### src/hdl/codec_clk_pkg.sv
// Functional notes
// - Playback rate code in bits 3..0; 0000 divides by one, up to six, 1011+ reserved.
// - Multiplier enable is bit 7 of control A; reset keeps it off.
// - Alternate divider bits 6..3; codes 0 and 1 mean 16 and 17; reset 0010.
// - Reference divider bits 2..0; code 000 means eight; reset 000.
// - Integer multiplier bits 7..2, range 1..63, reset 1; zero code reserved.
// - Fraction is 14 bits: upper eight in high register, lower six in low.
// - Low two bits of fraction low register read as 00.
// - Datapath bit 7 picks base rate: 0 is 48 kHz, 1 is 44.1 kHz.
// - Datapath bit 5 enables playback dual-rate; reset clear.
// - Left path source bits 4..3: mute, left, right, mono mix.
// - Right path source bits 2..1: mute, right, left, mono mix.
// - Record rate code in bits 7..4, same divider coding as playback.
// - Addresses 1..127 reach the active page; page zero after reset.
package codec_clk_pkg;

    // ****************************************
    // Register offsets
    // ****************************************
    localparam logic [6:0] ADDR_PAGE        = 7'h00;
    localparam logic [6:0] ADDR_RATE_SELECT = 7'h02;
    localparam logic [6:0] ADDR_MULT_CTRL_A = 7'h03;
    localparam logic [6:0] ADDR_MULT_INT    = 7'h04;
    localparam logic [6:0] ADDR_MULT_FRAC_H = 7'h05;
    localparam logic [6:0] ADDR_MULT_FRAC_L = 7'h06;
    localparam logic [6:0] ADDR_DATAPATH    = 7'h07;

    // ****************************************
    // Reset values
    // ****************************************
    localparam logic [7:0] RST_RATE_SELECT = 8'h00;
    localparam logic [7:0] RST_MULT_CTRL_A = 8'h10;
    localparam logic [7:0] RST_MULT_INT    = 8'h04;
    localparam logic [7:0] RST_MULT_FRAC_H = 8'h00;
    localparam logic [7:0] RST_MULT_FRAC_L = 8'h00;
    localparam logic [7:0] RST_DATAPATH    = 8'h00;

    // ****************************************
    // Field positions and codes
    // ****************************************
    localparam int         MULT_EN_BIT     = 7;
    localparam int         BASE_RATE_BIT   = 7;
    localparam int         REC_DUAL_BIT    = 6;
    localparam int         PLAY_DUAL_BIT   = 5;
    localparam logic [3:0] RATE_CODE_MAX   = 4'hA;
    localparam logic [7:0] FRAC_L_MASK     = 8'hFC;
    localparam logic [7:0] INT_MASK        = 8'hFC;
    localparam logic [7:0] DATAPATH_MASK   = 8'hFE;

    typedef enum logic [1:0] {
        SRC_MUTE  = 2'h0,
        SRC_SAME  = 2'h1,
        SRC_SWAP  = 2'h2,
        SRC_MONO  = 2'h3
    } path_src_e;

    typedef struct packed {
        logic        mulEnable;
        logic [4:0]  altDivide;
        logic [3:0]  refDivide;
        logic [5:0]  intMult;
        logic [13:0] fracMult;
    } mult_cfg_s;

    typedef struct packed {
        logic [2:0]  playDivide;
        logic [2:0]  recDivide;
        logic        base_rate_selection;
        logic        recDualRate;
        logic        playDualRate;
        path_src_e   leftSrc;
        path_src_e   rightSrc;
    } path_cfg_s;

endpackage

### src/hdl/codec_clock_datapath_config.sv
`timescale 1ns/100ps
module codec_clock_datapath_config
    import codec_clk_pkg::*;
(
    input  wire logic       sys_clk,
    input  wire logic       resetn,
    input  wire logic       regWrite,
    input  wire logic       regRead,
    input  wire logic [6:0] regAddr,
    input  wire logic [7:0] regWdata,
    output logic      [7:0] regRdata,
    output logic            regRvalid,
    output mult_cfg_s       multCfg,
    output path_cfg_s       pathCfg
);

    // ****************************************
    // Decode helpers
    // ****************************************
    // Rate code to divide factor; reserved codes hold the largest divide
    function automatic logic [2:0] rateDivide(input logic [3:0] code);
        logic [2:0] f;
        f = 3'h1;
        if (code > RATE_CODE_MAX) begin
            f = 3'h6;
        end else begin
            if (code == 4'h0) begin
                f = 3'h1;
            end else if (code <= 4'h3) begin
                f = 3'h2;
            end else if (code <= 4'h5) begin
                f = 3'h3;
            end else if (code <= 4'h8) begin
                f = 3'h4;
            end else if (code <= 4'h9) begin
                f = 3'h5;
            end else begin
                f = 3'h6;
            end
        end
        return f;
    endfunction

    // ****************************************
    // State
    // ****************************************
    typedef struct packed {
        logic       page;
        logic [7:0] rate;
        logic [7:0] ctrlA;
        logic [7:0] intReg;
        logic [7:0] fracH;
        logic [7:0] fracL;
        logic [7:0] datapath;
        logic [7:0] rdata;
        logic       rvalid;
        mult_cfg_s  mult;
        path_cfg_s  path;
    } state_s;

    state_s state_q;
    state_s state_d;
    logic   page0Hit;

    always_comb begin
        state_d = state_q;
        state_d.rvalid = 1'b0;
        page0Hit = !state_q.page && (regAddr != ADDR_PAGE);
        if (regWrite) begin
            if (regAddr == ADDR_PAGE) begin
                state_d.page = regWdata[0];
            end else if (page0Hit) begin
                unique case (regAddr)
                    ADDR_RATE_SELECT: state_d.rate = regWdata;
                    ADDR_MULT_CTRL_A: state_d.ctrlA = regWdata;
                    // integer with reserved low bits dropped
                    ADDR_MULT_INT:    state_d.intReg = regWdata & INT_MASK;
                    ADDR_MULT_FRAC_H: state_d.fracH = regWdata;
                    ADDR_MULT_FRAC_L: state_d.fracL = regWdata & FRAC_L_MASK;
                    ADDR_DATAPATH:    state_d.datapath = regWdata & DATAPATH_MASK;
                    default: ;
                endcase
            end
        end
        if (regRead) begin
            state_d.rvalid = 1'b1;
            state_d.rdata = 8'h00;
            if (regAddr == ADDR_PAGE) begin
                state_d.rdata = {7'h00, state_q.page};
            end else if (page0Hit) begin
                unique case (regAddr)
                    ADDR_RATE_SELECT: state_d.rdata = state_q.rate;
                    ADDR_MULT_CTRL_A: state_d.rdata = state_q.ctrlA;
                    ADDR_MULT_INT:    state_d.rdata = state_q.intReg;
                    ADDR_MULT_FRAC_H: state_d.rdata = state_q.fracH;
                    ADDR_MULT_FRAC_L: state_d.rdata = state_q.fracL;
                    ADDR_DATAPATH:    state_d.rdata = state_q.datapath;
                    default:          state_d.rdata = 8'h00;
                endcase
            end
        end

        // ****************************************
        // Decoded configuration
        // ****************************************
        // multiplier enable
        state_d.mult.mulEnable = state_d.ctrlA[MULT_EN_BIT];
        // alternate divider, 0 and 1 map to 16 and 17
        state_d.mult.altDivide = (state_d.ctrlA[6:4] == 3'h0 && state_d.ctrlA[3] == 1'b0) ? 5'h10 :
                                 (state_d.ctrlA[6:3] == 4'h1) ? 5'h11 : {1'b0, state_d.ctrlA[6:3]};
        state_d.mult.refDivide = (state_d.ctrlA[2:0] == 3'h0) ? 4'h8 : {1'b0, state_d.ctrlA[2:0]};
        state_d.mult.intMult = state_d.intReg[7:2];
        // fraction applied only when the low half lands
        if (regWrite && page0Hit && regAddr == ADDR_MULT_FRAC_L) begin
            state_d.mult.fracMult = {state_q.fracH, regWdata[7:2]};
        end
        state_d.path.playDivide = rateDivide(state_d.rate[3:0]);
        state_d.path.recDivide = rateDivide(state_d.rate[7:4]);
        state_d.path.base_rate_selection = state_d.datapath[BASE_RATE_BIT];
        state_d.path.recDualRate = state_d.datapath[REC_DUAL_BIT];
        state_d.path.playDualRate = state_d.datapath[PLAY_DUAL_BIT];
        state_d.path.leftSrc = path_src_e'(state_d.datapath[4:3]);
        state_d.path.rightSrc = path_src_e'(state_d.datapath[2:1]);
    end

    always_ff @(posedge sys_clk) begin
        if (!resetn) begin
            state_q <= '0;
            state_q.rate <= RST_RATE_SELECT;
            state_q.ctrlA <= RST_MULT_CTRL_A;
            state_q.intReg <= RST_MULT_INT;
            state_q.fracH <= RST_MULT_FRAC_H;
            state_q.fracL <= RST_MULT_FRAC_L;
            state_q.datapath <= RST_DATAPATH;
            state_q.mult.altDivide <= 5'h02;
            state_q.mult.refDivide <= 4'h8;
            state_q.mult.intMult <= 6'h01;
            state_q.path.playDivide <= 3'h1;
            state_q.path.recDivide <= 3'h1;
        end else begin
            state_q <= state_d;
        end
    end

    assign regRdata  = state_q.rdata;
    assign regRvalid = state_q.rvalid;
    assign multCfg   = state_q.mult;
    assign pathCfg   = state_q.path;

endmodule

### config.mk
export PLATFORM = sky130hd
export DESIGN_NAME = codec_clock_datapath_config
export DESIGN_NICKNAME = d
export VERILOG_FILES = /design/src/hdl/codec_clk_pkg.sv /design/src/hdl/codec_clock_datapath_config.sv
export SDC_FILE = /design/constraint.sdc
export NUM_CORES = 1
export LEC_CHECK = 0
export ABC_CLOCK_PERIOD_IN_PS = 3000
export BUFFER_PORTS_ARGS = -buffer_cell sky130_fd_sc_hd__buf_2
export CAP_MARGIN = 5
export CORE_MARGIN = 2
export CORE_UTILIZATION = 42
export CTS_CLUSTER_DIAMETER = 40
export DETAILED_ROUTE_END_ITERATION = 8
export GPL_TIMING_DRIVEN = 0
export PLACE_DENSITY = 0.63
export SLEW_MARGIN = 20
export SYNTH_ARGS = -nofsm -noshare
export SYNTH_HDL_FRONTEND = slang
export SYNTH_SLANG_ARGS = --single-unit
### constraint.sdc
create_clock -name sys_clk -period 3 [get_ports sys_clk]
set_input_delay 0.75 -clock sys_clk [delete_from_list [all_inputs] [get_ports sys_clk]]
set_output_delay 0.75 -clock sys_clk [all_outputs]
set_load 0.01 [all_outputs]
==> impl_results.md <==
- DR pass1 iterations: 5
- Minimum clock period after layout: 2680 ps
- DRC: 0
- Part of the cycle the worst path needs: 0.894
- Clock sink count: 82
- Syn Area/Cell: 8.51 um2
- Setup violators final: 0
- Buffers added on ports: 63
- Most frequent cells in the layout: dfxtp_1, buf_2, nand2_1, buf_4, o21ai_0
- Worst Setup End Kind: register
- Post-synthesis cell type count: 43
- Avg WL per Cell: 15.7 um
- Run status: finished, final reports clean
- P&R area growth vs syn: 17.8%
- Initial core utilization: 0.432
- CTS max path bufs: 2
- Register area share after synthesis: 0.436
- Yosys warns: 0
- Antenna-violating nets left: 0
- CTS clk-pin slew, worst paths: 80 ps
- Unrepaired setup endpoints after global routing: false
- Clk_lat worst skew: 360 ps
- Max Fclk: 373 MHz
- Cells after Synth: 443
- Tot GR Track Use: 0.206
- Ys async rst share: 0
- Syn_nets: 462
- First-pass GRT wire length: 15.7 mm
- Leak: 1.85 nW
- Placement Setup Slack: -26.8 ps
- Fill count: 855
- Final wirelength: 9.88 mm
- Max-slew violations: 0
- ANT cells: 0
- # H-tree levels: 3
- Root buffer cell: clkbuf_8
- FP Rows: 34
- Hold buffer count at CTS: 0
- Buffer count from post-CTS setup fixing: 0
- Slew HR: 0.311
- # resized after CTS: 0
- Overflow after GRT: 0
- Antenna violations before repair: 0
- # IOs: 71
- Worst Setup Start Kind: primary input
- Vias post-DR: 3400
- Worst vdd ir: 0.000216 V
- DR iter-0 viols: 225
- Vias per cell: 5.40
- Largest net degree at the start of global routing: 14
- Post-synth EDFFs: 0
- Commonest non-fill, non-tap cell in the layout: dfxtp_1
- Crit Path Category: primary input to register
- Worst Setup Slack, final: 319 ps
- Die Span Y: 98.7 um
- Hold Crit Class: register to register
- Core area: 8720 um2
- CTS Buf Count: 9
- Die area: 9750 um2
- CP arrival: 2940 ps
- Max-cap violation count: 0
- Hold_ws: 465 ps
- Total Power: 0.00210 W
- Actual slew at the worst max-slew pin: 1020 ps
- Post-route cell area: 4440 um2
- Setup TNS Final: 0 ps
- Layout cells sized above 1: 0.299
- Worst Path Required: 3260 ps
- Hold Vio Cnt, Final: 0
- Chip Width: 98.7 um
- Placed instance area: 4220 um2
- CP Max Fanout: 10
- Clock Skew: 8.21 ps
- Fin nets: 536
- CTS tree: yes
- Power Density: 472 nW/um2
- Most common flop cell mapped by yosys: dfxtp_1
- Post-DP HPWL: 7.24 mm
- Placer Congestion: 0.898
- FF+latch count, synth: 82
- Cell Area, Synth: 3770 um2
- Vias in the first global route: 3040
[critical path, stage by stage]
cell      delay [ps]
buf_2            100
nor4_1           870
nand4_1          530
clkbuf_1         370
a31o_2           310
[through the flow]
stage | utilization | instances
floorplan | - | 443
global placement | 0.484 | 614
detailed placement | 0.484 | 614
CTS | 0.509 | 630
global route | 0.509 | 630
finish | 0.509 | 630
[path summary, 6_finish.rpt]
path                                  start                  endpoint  slack (ps)  cells past startpoint
setup / recovery                 regAddr[5]  state_q[67]$_SDFFE_PN0P_         320                      5
hold / removal     regRdata[2]$_SDFFE_PN0P_  regRdata[2]$_SDFFE_PN0P_         460                      2
setup reg to reg  state_q[100]$_SDFFE_PN0P_     pathCfg[8]$_SDFF_PN0_         900                      5
hold reg to reg    regRdata[2]$_SDFFE_PN0P_  regRdata[2]$_SDFFE_PN0P_         460                      2
[cell usage after synthesis (all sizes together), types with 2 or more instances]
| cell type | count | area [um2] |
|---|---|---|
| or3 | 5 | 36.3 |
| a21oi | 26 | 134 |
| nand4 | 3 | 18.8 |
| or4 | 5 | 45.0 |
| a211oi | 5 | 37.5 |
| a31o | 12 | 105 |
| inv | 7 | 26.3 |
| mux2i | 13 | 130 |
| nand3b | 3 | 22.5 |
| clkbuf | 22 | 82.6 |
| nand2b | 8 | 50.1 |
| o311ai | 3 | 26.3 |
| xnor2 | 4 | 35.0 |
| o22ai | 6 | 37.5 |
| a31oi | 2 | 12.5 |
| a311o | 2 | 20.0 |
| nand2 | 64 | 240 |
| nand3 | 32 | 160 |
| nor2b | 2 | 12.5 |
| nor2 | 14 | 52.6 |
| nor4 | 5 | 37.5 |
| o21ai | 33 | 165 |
| a221o | 2 | 20.0 |
| nor3 | 6 | 35.0 |
| buf | 61 | 438 |
| dfxtp | 82 | 1640 |
| a311oi | 5 | 43.8 |
| mux2 | 4 | 45.0 |
[cell type report]
| type | count | area [um2] | share of cell area |
|---|---|---|---|
| well taps | 108 | 135 | 0.0304 |
| clock buffers | 11 | 141 | 0.0319 |
| multi-input cells | 271 | 1580 | 0.356 |
| flip-flops and latches | 82 | 1640 | 0.370 |
| inverters | 7 | 26.3 | 0.00592 |
| plain buffers | 83 | 520 | 0.117 |
| repair buffers | 63 | 315 | 0.0710 |
| clock inverters | 5 | 77.6 | 0.0175 |
[state kept, by name, indices dropped and copies added (netlist names)]
name       cells
regRvalid      1
pathCfg        6
regRdata       8
state_q       44
multCfg       23
[routing by layer]
layer	wire length, um	GRT usage
met5	0	0
met1	4920	0.311
met3	735	0.0468
met4	114	0.0706
met2	4110	0.290
[power by group]
| group | leakage [nW] | total (W) | internal (W) | switching (W) |
|---|---|---|---|---|
| Clock | 0.109 | 0.000884 | 0.000489 | 0.000395 |
| Combinational | 1.08 | 0.000120 | 0.0000344 | 0.0000853 |
| Sequential | 0.661 | 0.00109 | 0.00109 | 0.00000186 |
| Total | 1.85 | 0.00210 | 0.00161 | 0.000482 |
[logic make-up (layout without fill, tap and decap cells)]
group / Yosys count / in the layout / synth area share
flip-flops: 82 / 82 / 0.436
AO/OA/AOI/OAI: 99 / 99 / 0.167
XOR/XNOR: 4 / 4 / 0.00930
buffers and inverters: 90 / 169 / 0.145
multiplexers: 17 / 17 / 0.0465
AND/OR/NAND/NOR: 151 / 151 / 0.197
Note: power is estimated with default switching activity, not from simulation.
